### config.mk
export PLATFORM = sky130hd
export DESIGN_NAME = cst_top
export DESIGN_NICKNAME = d
export VERILOG_FILES = /design/src/cst_pkg.sv /design/src/cst_az_phase.sv /design/src/cst_sync.sv /design/src/cst_top.sv
export SDC_FILE = /design/constraint.sdc
export NUM_CORES = 1
export LEC_CHECK = 0
export ABC_AREA = 1
export BUFFER_PORTS_ARGS = -buffer_cell sky130_fd_sc_hd__buf_2
export CAP_MARGIN = 30
export CORE_UTILIZATION = 55
export CTS_CLUSTER_SIZE = 40
export DETAILED_ROUTE_END_ITERATION = 6
export PLACE_DENSITY = 0.8
export SETUP_SLACK_MARGIN = 0.3
export SLEW_MARGIN = 20
export SYNTH_ARGS = -nofsm -noshare
export SYNTH_HDL_FRONTEND = slang
export SYNTH_SLANG_ARGS = --single-unit
### constraint.sdc
create_clock -name ref_clk_i -period 10.1 [get_ports ref_clk_i]
set_input_delay 2.02 -clock ref_clk_i [delete_from_list [all_inputs] [get_ports ref_clk_i]]
set_output_delay 2.02 -clock ref_clk_i [all_outputs]
set_load 0.02 [all_outputs]
### src/cst_pkg.sv
package cst_pkg;
	// Clock rate in MHz, used to turn times into cycle counts
	localparam int unsigned CLK_MHZ = 50;
	// Auto-zero input short duration, in ns
	localparam int unsigned AZ_DUR_NS = 1000;
	localparam int unsigned AZ_DUR_CYC = (AZ_DUR_NS * CLK_MHZ + 999) / 1000;
	// Least spacing between two internally synced intervals, in us
	localparam int unsigned AZ_SPACE_US = 100;
	localparam int unsigned AZ_SPACE_CYC = AZ_SPACE_US * CLK_MHZ;
	// Fallback repetition interval, normal and during calibration, in us
	localparam int unsigned AZ_CYCLE_US = 200;
	localparam int unsigned AZ_CYCLE_CYC = AZ_CYCLE_US * CLK_MHZ;
	localparam int unsigned AZ_CYCLE_CAL_US = 100;
	localparam int unsigned AZ_CYCLE_CAL_CYC = AZ_CYCLE_CAL_US * CLK_MHZ;
	// Register byte offsets
	localparam logic [7:0] REG_CTRL = 8'h00;
	localparam logic [7:0] REG_AZ_CFG = 8'h04;
	localparam logic [7:0] REG_BLANK = 8'h08;
	localparam logic [7:0] REG_STATUS = 8'h0C;
	// Control register fields
	localparam int unsigned CTRL_TRUNC_EN = 0;
	localparam int unsigned CTRL_ONE_PWM = 1;
	localparam int unsigned CTRL_ALT_RECIRC = 2;
	localparam int unsigned CTRL_GAIN_SRC = 3;
	localparam int unsigned CTRL_GAIN_LSB = 4;
	localparam int unsigned CTRL_CAL = 7;
	// Auto-zero configuration fields
	localparam int unsigned AUTOZERO_DISABLE_BIT = 0;
	localparam int unsigned AZ_SEL_LSB = 1;
	// Status fields
	localparam int unsigned ST_TRUNC_SEEN = 4;
	// Values after reset
	localparam logic CTRL_GAIN_SRC_RST = 1'b1;
	localparam logic [7:0] BLANK_RST = 8'h10;
	// Auto-zero synchronisation modes
	localparam logic [1:0] AZ_SEL_INT = 2'h0;
	localparam logic [1:0] AZ_SEL_EXT = 2'h1;
	localparam logic [1:0] AZ_SEL_ENH = 2'h2;
	// Gain code to amplifier gain
	function automatic logic [6:0] gain_value(input logic [2:0] code);
		logic [6:0] g;
		case (code)
			3'h0: g = 7'h04;
			3'h1: g = 7'h08;
			3'h2: g = 7'h0C;
			3'h3: g = 7'h10;
			3'h4: g = 7'h14;
			3'h5: g = 7'h18;
			3'h6: g = 7'h20;
			default: g = 7'h40;
		endcase
		return g;
	endfunction
endpackage

### src/cst_az_phase.sv
`timescale 1ns/100ps
`default_nettype none
module cst_az_phase #(
	parameter int unsigned DUR_CYC = 50,
	parameter int unsigned SPACE_CYC = 5000,
	parameter int unsigned CYCLE_CYC = 10000,
	parameter int unsigned CAL_CYC = 5000,
	parameter int unsigned CW = 16,
	parameter int unsigned DW = 8
) (
	input wire logic ref_clk_i, // Clock
	input wire logic rst_i, // Async reset
	input wire logic hs_rise_i, // High-side rising edge, pulse
	input wire logic ext_trig_i, // Sync pin falling edge, pulse
	input wire logic use_ext_i, // External sync selected
	input wire logic force_i, // Start-up auto-zero request
	input wire logic disable_i, // Auto-zero off
	input wire logic cal_i, // Calibration active
	output logic busy_o, // Inputs shorted, output held
	output logic done_o // Interval ended, pulse
);
	localparam logic [DW-1:0] DUR_L = DW'(DUR_CYC - 1);
	localparam logic [CW-1:0] SPACE_L = CW'(SPACE_CYC);
	localparam logic [CW-1:0] CYC_L = CW'(CYCLE_CYC - 1);
	localparam logic [CW-1:0] CAL_L = CW'(CAL_CYC - 1);
	typedef struct packed {
		logic busy; // Interval running
		logic done; // End pulse
		logic [DW-1:0] dur; // Duration count
		logic [CW-1:0] space; // Spacing since last interval
		logic [CW-1:0] tmo; // Fallback timeout count
	} cst_az_s;
	cst_az_s q;
	cst_az_s next_q;
	logic start;
	logic [CW-1:0] lim;
	// Scheduler: counters live on the device clock and clear on reset
	always_comb begin
		next_q = q;
		next_q.done = 1'b0;
		start = 1'b0;
		lim = cal_i ? CAL_L : CYC_L;
		if (disable_i) begin
			next_q = '0;
		end else if (q.busy) begin
			// Fixed duration, then release
			if (q.dur == DUR_L) begin
				next_q.busy = 1'b0;
				next_q.done = 1'b1;
			end else begin
				next_q.dur = q.dur + 1'b1;
			end
		end else begin
			if (force_i) begin
				start = 1'b1;
			end else if (use_ext_i) begin
				start = ext_trig_i;
			end else begin
				start = (hs_rise_i && q.space >= SPACE_L) || q.tmo >= lim;
			end
			if (start) begin
				next_q.busy = 1'b1;
				next_q.dur = '0;
				next_q.space = '0;
				next_q.tmo = '0;
			end else begin
				if (q.space < SPACE_L) begin
					next_q.space = q.space + 1'b1;
				end
				// Timeout only matters in internal mode
				next_q.tmo = use_ext_i ? '0 : q.tmo + 1'b1;
			end
		end
	end
	// State register
	always_ff @(posedge ref_clk_i or posedge rst_i) begin
		if (rst_i) begin
			q <= '0;
		end else begin
			q <= next_q;
		end
	end
	assign busy_o = q.busy;
	assign done_o = q.done;
endmodule
`default_nettype wire

### src/cst_sync.sv
`timescale 1ns/100ps
`default_nettype none
module cst_sync #(
	parameter int unsigned W = 16
) (
	input wire logic ref_clk_i, // Clock
	input wire logic rst_i, // Async reset
	input wire logic [W-1:0] d_i, // Asynchronous inputs
	output logic [W-1:0] q_o // Synchronised inputs
);
	typedef struct packed {
		logic [W-1:0] meta; // First stage, read only by the second
		logic [W-1:0] stab; // Second stage
	} cst_sync_s;
	cst_sync_s q;
	cst_sync_s next_q;
	// Shift one stage per clock
	always_comb begin
		next_q.meta = d_i;
		next_q.stab = q.meta;
	end
	// State register
	always_ff @(posedge ref_clk_i or posedge rst_i) begin
		if (rst_i) begin
			q <= '0;
		end else begin
			q <= next_q;
		end
	end
	assign q_o = q.stab;
endmodule
`default_nettype wire

### src/cst_top.sv
// The implementer's own choices: the plain strobed port and the address map.
`timescale 1ns/100ps
`default_nettype none
module cst_top #(
	parameter int unsigned AZ_SPACE_CYC = cst_pkg::AZ_SPACE_CYC,
	parameter int unsigned AZ_CYCLE_CYC = cst_pkg::AZ_CYCLE_CYC,
	parameter int unsigned AZ_CYCLE_CAL_CYC = cst_pkg::AZ_CYCLE_CAL_CYC
) (
	input wire logic ref_clk_i, // 50 MHz clock
	input wire logic rst_i, // Async reset, active high
	input wire logic [7:0] addr_i, // Register byte address
	input wire logic [31:0] wdata_i, // Write data
	input wire logic wr_i, // Write strobe
	input wire logic rd_i, // Read strobe
	output logic [31:0] rdata_o, // Read data, cycle after strobe
	input wire logic [2:0] pwm_hs_i, // High-side PWM commands
	input wire logic [2:0] pwm_ls_i, // Low-side PWM commands
	input wire logic [2:0] oc_trip_i, // Overcurrent comparators
	input wire logic autozero_sync_pin_i, // External sync pin
	input wire logic driver_enable_pin_i, // Driver enable pin
	input wire logic pump_uvlo_i, // Charge-pump undervoltage
	input wire logic active_state_i, // Device in active state
	input wire logic [2:0] analog_gain_i, // Gain code from analog strap
	output logic [2:0] high_side_gate_out_o, // High-side gates
	output logic [2:0] low_side_gate_out_o, // Low-side gates
	output logic [2:0] ocp_fault_path_o, // Trips to deglitch path
	output logic deglitch_bypass_o, // Deglitch filter bypassed
	output logic fault_out_n_o, // Fault, active low
	output logic [6:0] amp_gain_o, // Amplifier gain value
	output logic cal_short_o, // Calibration input short
	output logic [2:0] az_active_o, // Auto-zero short and hold
	output logic cp_clk_gate_o // Charge-pump clock gated
);
	typedef struct packed {
		logic trunc_en; // Truncation control
		logic one_pwm; // Single-input PWM mode
		logic alt_recirc; // Alternating recirculation
		logic gain_src; // 1: analog gain source
		logic [2:0] gain; // Register gain code
		logic cal; // DC calibration enable
		logic autozero_disable; // Auto-zero disable
		logic [1:0] az_sel; // Auto-zero sync select
		logic [7:0] blank_len; // Blanking length, cycles
		logic [2:0][7:0] blank_cnt; // Per-phase blanking counters
		logic [2:0] hs_prev; // Last high-side command
		logic az_prev; // Last sync pin level
		logic trunc_act; // Truncation held this period
		logic trunc_seen; // Sticky truncation flag
		logic cp_gate; // Pump clock gated
		logic cp_armed; // Sync pin fell while gated
		logic [31:0] rdata; // Read data register
	} cst_main_s;

	cst_main_s q;
	cst_main_s next_q;

	// Synchronised pins
	logic [15:0] sync_q;
	logic [2:0] hs_s;
	logic [2:0] ls_s;
	logic [2:0] oc_s;
	logic az_s;
	logic drv_s;
	logic uvlo_s;
	logic act_s;
	logic [2:0] ana_s;

	// Derived terms
	logic [2:0] hs_rise;
	logic [2:0] hs_edge;
	logic period_start;
	logic blank_any;
	logic trip_ok;
	logic trunc_now;
	logic ls_mode;
	logic az_rise;
	logic az_fall;
	logic use_ext;
	logic enh;
	logic startup;
	logic [2:0] gain_eff;
	logic [2:0] az_busy;
	logic [2:0] az_done;

	// Every pin crosses two flops before any logic sees it
	cst_sync #(
		.W(16)
	) u_sync (
		.ref_clk_i(ref_clk_i),
		.rst_i(rst_i),
		.d_i({analog_gain_i, active_state_i, pump_uvlo_i, driver_enable_pin_i,
			autozero_sync_pin_i, oc_trip_i, pwm_ls_i, pwm_hs_i}),
		.q_o(sync_q)
	);

	// Unpack the synchronised bus
	assign hs_s = sync_q[2:0];
	assign ls_s = sync_q[5:3];
	assign oc_s = sync_q[8:6];
	assign az_s = sync_q[9];
	assign drv_s = sync_q[10];
	assign uvlo_s = sync_q[11];
	assign act_s = sync_q[12];
	assign ana_s = sync_q[15:13];

	// Edge detection on the stable copies
	assign hs_rise = hs_s & ~q.hs_prev;
	assign hs_edge = hs_s ^ q.hs_prev;
	assign az_rise = az_s & ~q.az_prev;
	assign az_fall = ~az_s & q.az_prev;

	// A new PWM period begins on any high-side turn-on
	assign period_start = |hs_rise;

	// Blanking covers the edge cycle itself and the count after it
	always_comb begin
		blank_any = |hs_edge;
		for (int i = 0; i < 3; i++) begin
			if (q.blank_cnt[i] != 8'h00) begin
				blank_any = 1'b1;
			end
		end
	end

	// Any phase trips all phases; blanking holds it off
	assign trip_ok = q.trunc_en & (|oc_s) & ~blank_any;
	// Act in the trip cycle itself; a new period drops the hold in its first cycle
	assign trunc_now = (q.trunc_act & ~period_start) | trip_ok;
	// Low side is cut only in single-input alternate recirculation
	assign ls_mode = q.one_pwm & q.alt_recirc;

	// Gate outputs stay combinational so a trip cuts at once
	assign high_side_gate_out_o = hs_s & ~{3{trunc_now & ~ls_mode}};
	assign low_side_gate_out_o = ls_s & ~{3{trunc_now & ls_mode}};

	// With truncation on, trips skip the deglitch and fault path
	assign ocp_fault_path_o = oc_s & ~{3{q.trunc_en}};
	assign deglitch_bypass_o = q.trunc_en;
	// Fault pin then only says a truncation happened
	assign fault_out_n_o = ~(q.trunc_en & q.trunc_seen);

	// Gain in effect follows the selected source
	assign gain_eff = q.gain_src ? ana_s : q.gain;
	assign amp_gain_o = cst_pkg::gain_value(gain_eff);
	assign cal_short_o = q.cal;

	// Auto-zero mode decode
	assign use_ext = q.az_sel != cst_pkg::AZ_SEL_INT;
	assign enh = q.az_sel == cst_pkg::AZ_SEL_ENH;
	// Start-up window: enable risen, pump still under voltage
	assign startup = drv_s & uvlo_s;

	// One scheduler per amplifier; standby does not stop them
	for (genvar g = 0; g < 3; g++) begin : g_az
		cst_az_phase #(
			.DUR_CYC(cst_pkg::AZ_DUR_CYC),
			.SPACE_CYC(AZ_SPACE_CYC),
			.CYCLE_CYC(AZ_CYCLE_CYC),
			.CAL_CYC(AZ_CYCLE_CAL_CYC),
			.CW(16),
			.DW(8)
		) u_az (
			.ref_clk_i(ref_clk_i),
			.rst_i(rst_i),
			.hs_rise_i(hs_rise[g]),
			.ext_trig_i(az_fall),
			.use_ext_i(use_ext),
			.force_i(startup),
			.disable_i(q.autozero_disable),
			.cal_i(q.cal),
			.busy_o(az_busy[g]),
			.done_o(az_done[g])
		);
	end

	assign az_active_o = az_busy;
	assign cp_clk_gate_o = q.cp_gate;
	assign rdata_o = q.rdata;

	// Next-state logic for the whole block
	always_comb begin
		next_q = q;
		next_q.hs_prev = hs_s;
		next_q.az_prev = az_s;
		next_q.rdata = 32'h0000_0000;

		// Reload a phase's blanking count on either high-side edge
		for (int i = 0; i < 3; i++) begin
			if (hs_edge[i]) begin
				next_q.blank_cnt[i] = q.blank_len;
			end else if (q.blank_cnt[i] != 8'h00) begin
				next_q.blank_cnt[i] = q.blank_cnt[i] - 8'h01;
			end
		end

		// Truncation holds for the rest of the period
		if (trip_ok) begin
			next_q.trunc_act = 1'b1;
		end else if (period_start || !q.trunc_en) begin
			next_q.trunc_act = 1'b0;
		end

		// Enhanced sensing: gate from pin rise to end of next interval
		if (!enh) begin
			next_q.cp_gate = 1'b0;
			next_q.cp_armed = 1'b0;
		end else if (az_rise) begin
			next_q.cp_gate = 1'b1;
			next_q.cp_armed = 1'b0;
		end else if (az_fall && q.cp_gate) begin
			next_q.cp_armed = 1'b1;
		end else if (q.cp_armed && (az_done[0] || q.autozero_disable)) begin
			// A disabled auto-zero would otherwise leave the pump stopped
			next_q.cp_gate = 1'b0;
			next_q.cp_armed = 1'b0;
		end

		// Register writes
		if (wr_i) begin
			case (addr_i)
				cst_pkg::REG_CTRL: begin
					next_q.trunc_en = wdata_i[cst_pkg::CTRL_TRUNC_EN];
					next_q.one_pwm = wdata_i[cst_pkg::CTRL_ONE_PWM];
					next_q.alt_recirc = wdata_i[cst_pkg::CTRL_ALT_RECIRC];
					next_q.gain_src = wdata_i[cst_pkg::CTRL_GAIN_SRC];
					next_q.gain = wdata_i[cst_pkg::CTRL_GAIN_LSB +: 3];
					// Setting needs active state and enable; clearing always works
					next_q.cal = wdata_i[cst_pkg::CTRL_CAL] & act_s & drv_s;
				end
				cst_pkg::REG_AZ_CFG: begin
					next_q.autozero_disable = wdata_i[cst_pkg::AUTOZERO_DISABLE_BIT];
					next_q.az_sel = wdata_i[cst_pkg::AZ_SEL_LSB +: 2];
				end
				cst_pkg::REG_BLANK: begin
					next_q.blank_len = wdata_i[7:0];
				end
				default: begin
					// Unmapped addresses ignore writes; a REG_STATUS write is handled below
				end
			endcase
		end

		// Calibration drops if the driver enable falls
		if (!drv_s) begin
			next_q.cal = 1'b0;
		end

		// Sticky flag: write one clears, a new truncation wins
		if (wr_i && addr_i == cst_pkg::REG_STATUS && wdata_i[cst_pkg::ST_TRUNC_SEEN]) begin
			next_q.trunc_seen = 1'b0;
		end
		if (trip_ok) begin
			next_q.trunc_seen = 1'b1;
		end

		// Register reads, answered in the next cycle
		if (rd_i) begin
			case (addr_i)
				cst_pkg::REG_CTRL: begin
					next_q.rdata[cst_pkg::CTRL_TRUNC_EN] = q.trunc_en;
					next_q.rdata[cst_pkg::CTRL_ONE_PWM] = q.one_pwm;
					next_q.rdata[cst_pkg::CTRL_ALT_RECIRC] = q.alt_recirc;
					next_q.rdata[cst_pkg::CTRL_GAIN_SRC] = q.gain_src;
					next_q.rdata[cst_pkg::CTRL_GAIN_LSB +: 3] = q.gain;
					next_q.rdata[cst_pkg::CTRL_CAL] = q.cal;
				end
				cst_pkg::REG_AZ_CFG: begin
					next_q.rdata[cst_pkg::AUTOZERO_DISABLE_BIT] = q.autozero_disable;
					next_q.rdata[cst_pkg::AZ_SEL_LSB +: 2] = q.az_sel;
				end
				cst_pkg::REG_BLANK: begin
					next_q.rdata[7:0] = q.blank_len;
				end
				cst_pkg::REG_STATUS: begin
					next_q.rdata[2:0] = gain_eff;
					next_q.rdata[3] = q.trunc_act;
					next_q.rdata[cst_pkg::ST_TRUNC_SEEN] = q.trunc_seen;
					next_q.rdata[7:5] = az_busy;
					next_q.rdata[8] = q.cp_gate;
					next_q.rdata[9] = startup;
				end
				default: begin
					// Unmapped addresses read zero
				end
			endcase
		end
	end

	// State register; control takes its reset values here
	always_ff @(posedge ref_clk_i or posedge rst_i) begin
		if (rst_i) begin
			q <= '0;
			q.gain_src <= cst_pkg::CTRL_GAIN_SRC_RST;
			q.blank_len <= cst_pkg::BLANK_RST;
		end else begin
			q <= next_q;
		end
	end
endmodule
`default_nettype wire

Word level (Yosys, flattened, before mapping). Index checks and enable logic that the tools add are counted.

Register bits after elaboration: 217. Latch bits: 0. Memory bits (writable): 0. Bits in read-only memories: 0. Input bits: 60. Output and inout bits: 55. Word-level logic and storage cells: 229. Memories: 0.

$add $sub $neg: 12. Multipliers: 0. Divide/modulo/power cells: 0. $lt $le $gt $ge: 9. Equality and inequality tests: 24. Shift operators: 0. Multiplexer cells: 78. Bitwise operators: 28. Reduce and logical (&&, ||, !) cells: 44.

Operator list (count): 32-bit two-way mux (6); 8-bit two-way mux (16); 42-bit two-way mux (3); 16-bit by 1-bit adder with 16-bit output, second input constant (6); 16-bit two-way mux (6); 7-bit case mux with 7 select lines (1); 16-bit by 13-bit >= comparator with 1-bit output, second input constant (3); 16-bit >= comparator (3); 16-bit by 13-bit < comparator with 1-bit output, second input constant (3); 1-bit two-way mux (32); 8-bit by 1-bit adder with 8-bit output, second input constant (3); 8-bit by 6-bit == test with 1-bit output, second input constant (3); 8-bit nonzero test (3); 8-bit by 1-bit subtractor with 8-bit output, second input constant (3); 2-bit AND reduction (11); 3-bit nonzero test (6); 8-bit by 4-bit == test with 1-bit output, second input constant (2); 5-bit case mux with 3 select lines (1); 14-bit two-way mux (1); 2-bit two-way mux (7); 1-bit AND (12); 3-bit AND (4); 12-bit two-way mux (1); 3-bit inequality test, second input constant (4); other kinds (22) (55).

Depth between registers and ports, before layout.
Depth after elaboration: 11. Mapped depth: 14. Gate-level depth less buffers: 13.

Hierarchy. Synthesis repeated with hierarchy kept, for this count alone.

Cells, all modules: 1576. Area total of the unflattened synthesis: 12793.5 um^2.

Modules (own cells, without submodules): cst_az_phase (instances 3, cells each 351, area an instance 2772.7 um^2, seq. area each 1051.0 um^2); cst_top (instances 1, cells each 490, area an instance 3671.0 um^2, seq. area each 1529.0 um^2); cst_sync (instances 1, cells each 33, area an instance 804.5 um^2, seq. area each 800.8 um^2).

Least setup slack after synthesis. OpenSTA, ideal clock, no wires.

Path type: register to output. Start: register q[48] in the netlist's numbering. End: output high_side_gate_out_o[0]. Data arrival time: 1.767 ns. Required time: 8.080 ns. Setup slack: 6.313 ns. Stages on the path, launching flop included: 12. Buffers on the path: 0. Cell sequence: dfrtp_1 > inv_1 > ha_1 > inv_1 > nor2_1 > nand2_1 > nor2_1 > nand2_1 > nor2_1 > nand4_1 > nand2_1 > a21boi_0.

Cells in the longest elaborated chain, start to end: 9.

RTL lines: start: declaration (RTL line cst_top.sv:54) `cst_main_s q;`; start signal: assignment (RTL line cst_top.sv:296) `q <= next_q;`; 8-bit nonzero test (RTL line cst_top.sv:119) `if (q.blank_cnt[i] != 8'h00) begin`; 1-bit two-way mux (2 in a row) (RTL line cst_top.sv:119); 1-bit inverter (RTL line cst_top.sv:126) `assign trip_ok = q.trunc_en & (|oc_s) & ~blank_any;`; 1-bit AND (RTL line cst_top.sv:126); 1-bit bitwise OR (RTL line cst_top.sv:128) `assign trunc_now = (q.trunc_act & ~period_start) | trip_ok;`; 1-bit AND (RTL line cst_top.sv:133) `assign high_side_gate_out_o = hs_s & ~{3{trunc_now & ~ls_mode}};`; 3-bit inverter (RTL line cst_top.sv:133); 3-bit AND (RTL line cst_top.sv:133); end: declaration (RTL line cst_top.sv:24) `output logic [2:0] high_side_gate_out_o,`.

No other way between the ends.

Worst setup path in the final report.
Start: register u_sync.q, in the netlist u_sync.q_o[1]. End: output low_side_gate_out_o[0].

Cells in the longest elaborated chain, start to end: 11. Elaborated cells between the ends (all ways): 15. Those cells by class: mux (3); bitwise (10); reduce/logical (2).

RTL lines: start: declaration (RTL line cst_sync.sv:15) `cst_sync_s q;`; start signal: assignment (RTL line cst_sync.sv:27) `q <= next_q;`; 3-bit XOR (RTL line cst_top.sv:108) `assign hs_edge = hs_s ^ q.hs_prev;`; 3-bit OR reduction (RTL line cst_top.sv:117) `blank_any = |hs_edge;`; 1-bit two-way mux (3 in a row) (RTL line cst_top.sv:119); 1-bit inverter (RTL line cst_top.sv:126); 1-bit AND (RTL line cst_top.sv:126); 1-bit bitwise OR (*) (RTL line cst_top.sv:128); 1-bit AND (*) (RTL line cst_top.sv:134) `assign low_side_gate_out_o = ls_s & ~{3{trunc_now & ls_mode}};`; 3-bit inverter (*) (RTL line cst_top.sv:134); 3-bit AND (*) (RTL line cst_top.sv:134); end: declaration (RTL line cst_top.sv:25) `output logic [2:0] low_side_gate_out_o,`.

Mark *: on every way between the ends. The rest lies on a longest branch, timed or not.

==> flow_summary_export.csv <==
group,metric,value,unit
sta,fmax,0.199,GHz
power,ir_drop,0.000132,V
sta,period_needed,5030,ps
power,p_leak,6.43,nW
yosys,synth.top_cells.by_count,"305 x nand2_1, 215 x dfrtp_1, 189 x inv_1, 185 x nor2_1, 128 x nand3_1",
yosys,yosysMostFrequentCell,"nand2_1",
clocking,clk_latency,520,ps
detailed_routing,drc,0,
power,power-per-cell-area,191,nW/um^2
sta,setup_viol,0,
setup_path,cp.depth,9,
place,dpl.hpwl,17100,microns
finish,regArea,5430,sq um
setup_path,critical_path_class,"flop to primary output",
detailed_routing,via_per_inst,5.39,
setup_path,endpoint_kind,"primary output",
yosys,synth_area_per_cell,7.97,sq um
hold_path,min_path_cells,0,
detailed_routing,first_pass_iters,6,
detailed_routing,vias,9714,
clocking,hold_buffers,0,
clocking,cts_setup_buffers,0,
finish,drive_above_1_share,8.43,%
yosys,syn_area,11700,sq um
finish,area_growth,10.7,%
hold_path,hold_path_class,"flop to flop",
yosys,synth_top_area_share,46.1,%
clocking,h-tree-depth,1,
finish,final.fill_count,1695,
clocking,cts_buffers,24,
power,finalPower,0.00247,W
yosys,post-synth-top-area-cell,"dfrtp_1",
sta,max_slew_margin,41.6,%
clocking,cts.sinks,217,
grt,grt_pass1_wl,43200,microns
clocking,clock_path_buffers,3,
grt,grt_pass1_vias,9247,
setup_path,crit_fanout,12,
finish,stdcell_count,1801,
grt,overflow,0,
yosys,ys_seq_elements,217,
yosys,yosys_warnings,0,
place,place.gp.congestion,0.898,
setup_path,critPathLaunchType,"flop",
detailed_routing,drt_iter0_drc,597,
detailed_routing,drtAntennaViolNets,0,
finish,multiInputGateArea,5130,sq um
floorplan,die_w,148,microns
floorplan,io_pins,115,
floorplan,dieArea,21800,sq um
yosys,synthFlopType,"dfrtp_1",
clocking,post_cts_resized,0,
sta,fin_setup_tns,0,ps
yosys,ys_seq_area_share,46.6,%
detailed_routing,routed_wl,25700,microns
grt,grt_max_degree,141,
clocking,cts_tree,"built",
floorplan,initial_core_util,56.9,%
setup_path,crit_chain,"ha_1, inv_1, nor2_1, nand2_1, nor2_1, nand4_1, nand2_1, a21boi_0, buf_2",
floorplan,core-area,20500,sq um
setup_path,reg2regPathDepth,13,
grt,antenna_found_initial,1,
sta,drv_slew,0,
yosys,netlist_instances,1462,
setup_path,critPathBufInv,2,
yosys,synthTopCellsByArea,"dfrtp_1 46%, nand2_1 9.8%, inv_1 6.1%",
sta,finalClockSkew,7.07,ps
finish,nNetsFinal,1608,
sta,hold_violations,0,
yosys,synth_edf_count,0,
setup_path,slowest_delay,550,ps
clocking,clkTransAtPathRegs,60,ps
setup_path,slowest_stage,"ha_1",
floorplan,dieHeight,148,microns
sta,period_share,49.8,%
yosys,yosysUniqueCellTypes,47,
detailed_routing,post_drt_wl_per_cell,14.3,microns
job,maxCapViolations,0,
setup_path,cp.required,8080,ps
place,dp.cells,1755,
clocking,clockRootBuffer,"clkbuf_16",
yosys,synth-async-reset-ratio,100,%
sta,rsz0062_at_grt,"no",
setup_path,r2r_slack,6490,ps
setup_path,path_delay_family,"simple AND/OR/NAND/NOR gates",
grt,grt_use_total,24.1,%
floorplan,num_rows,52,
run_status,status,"finished clean",
place,portBuffers,66,
setup_path,arrival,3010,ps
sta,worst_pin_slew,873,ps
## state kept, by name, indices dropped and copies added (netlist names)
name	flops
rdata_o	10
g_az.u_az.done_o	1
g_az.u_az.q	120
q	48
cal_short_o	1
cp_clk_gate_o	1
u_sync.q_o	16
g_az.u_az.busy_o	3
deglitch_bypass_o	1
u_sync.next_q	16
## layout by cell type (no fill, tap or decap), types with 3 or more instances in the layout
| cell | n |
|---|---|
| nand2_1 | 305 |
| dfrtp_1 | 215 |
| inv_1 | 188 |
| nor2_1 | 185 |
| nand3_1 | 128 |
| o21ai_0 | 70 |
| buf_2 | 66 |
| xor2_1 | 46 |
| ha_1 | 36 |
| a21oi_1 | 35 |
| o22ai_1 | 34 |
| nand4_1 | 30 |
| nor3_1 | 25 |
| clkbuf_16 | 25 |
| conb_1 | 24 |
| xnor2_1 | 11 |
| a21boi_0 | 8 |
| nand3b_1 | 8 |
| inv_2 | 7 |
| o211ai_1 | 7 |
| a31oi_1 | 7 |
| clkbuf_1 | 7 |
| clkinv_2 | 5 |
| bufinv_16 | 5 |
| nor3b_1 | 4 |
| o221ai_1 | 4 |
| mux2i_1 | 4 |
| o21ai_1 | 3 |
| o31ai_1 | 3 |
| nand4_2 | 3 |
| or2_2 | 3 |
| a311oi_1 | 3 |
## final cells by class
type                    count  area share (%)
diodes                      1          0.0194
clock inverters            10            1.36
flip-flops and latches    217            42.1
clock buffers              34            5.26
well taps                 270            2.62
repair buffers             70            3.10
inverters                 198            5.81
multi-input cells        1001            39.8
## cell families after synthesis
group                      Yosys count  synth area share, %
adders and majority gates           36                 3.86
xor gates and xnor gates            57                 4.28
AOI/OAI and AO/OA                  179                 8.93
DFF                                217                 46.6
buffers and inverters              267                 10.1
other                                1               0.0322
and+or+nand+nor                    700                 25.7
muxes                                5                0.440
## metal layers
layer / global-route usage [%] / part of all wire (%) / up-vias
li1: - / - / 4769
met1: 32.0 / 43 / 4578
met2: 40.0 / 48 / 309
met3: 3.24 / 5.9 / 58
met4: 9.69 / 3.3 / 0
met5: 0 / 0 / -
## metrics by stage
step / cell area (sq um) / setup WS, ps / utilization [%] / hold slack (ps)
6_report: 12900 / 5070 / 63.0 / 348
5_1_grt: 12900 / 4840 / 63.0 / 350
4_1_cts: 12900 / 5110 / 62.9 / 348
3_5_place_dp: 12000 / 5660 / 58.7 / 335
3_3_place_gp: 12000 / 5760 / 58.5 / 331
2_1_floorplan: 11700 / 2150 / - / 331
## worst register-to-register path: cells and delay by family, from the launching register on
kind / cells / cell delay (ps)
buffers and inverters: 2 / 600
AO/OA/AOI/OAI: 1 / 180
adder cells (fa/ha/maj): 1 / 430
flip-flops: 1 / 810
AND/OR/NAND/NOR: 9 / 1540
## path summary, 6_finish.rpt
kind / start / end
worst max-delay path: u_sync.q_o[1] / low_side_gate_out_o[0]
worst min-delay path: u_sync.next_q[15] / u_sync.q_o[15]
worst max register to register: cal_short_o / g_az[2].u_az.q[29]
worst min register to register: u_sync.next_q[15] / u_sync.q_o[15]
max in group asynchronous: rst_i / g_az[1].u_az.q[10]
min in group asynchronous: rst_i / g_az[2].u_az.q[3]
## power by group
group | total [W] | internal (W) | switching (W)
combinational | 0.000452 | 0.000166 | 0.000286
clock | 0.000944 | 0.000595 | 0.000349
sequential | 0.00107 | 0.000971 | 0.000104
Note: power is estimated with default switching activity, not from simulation.
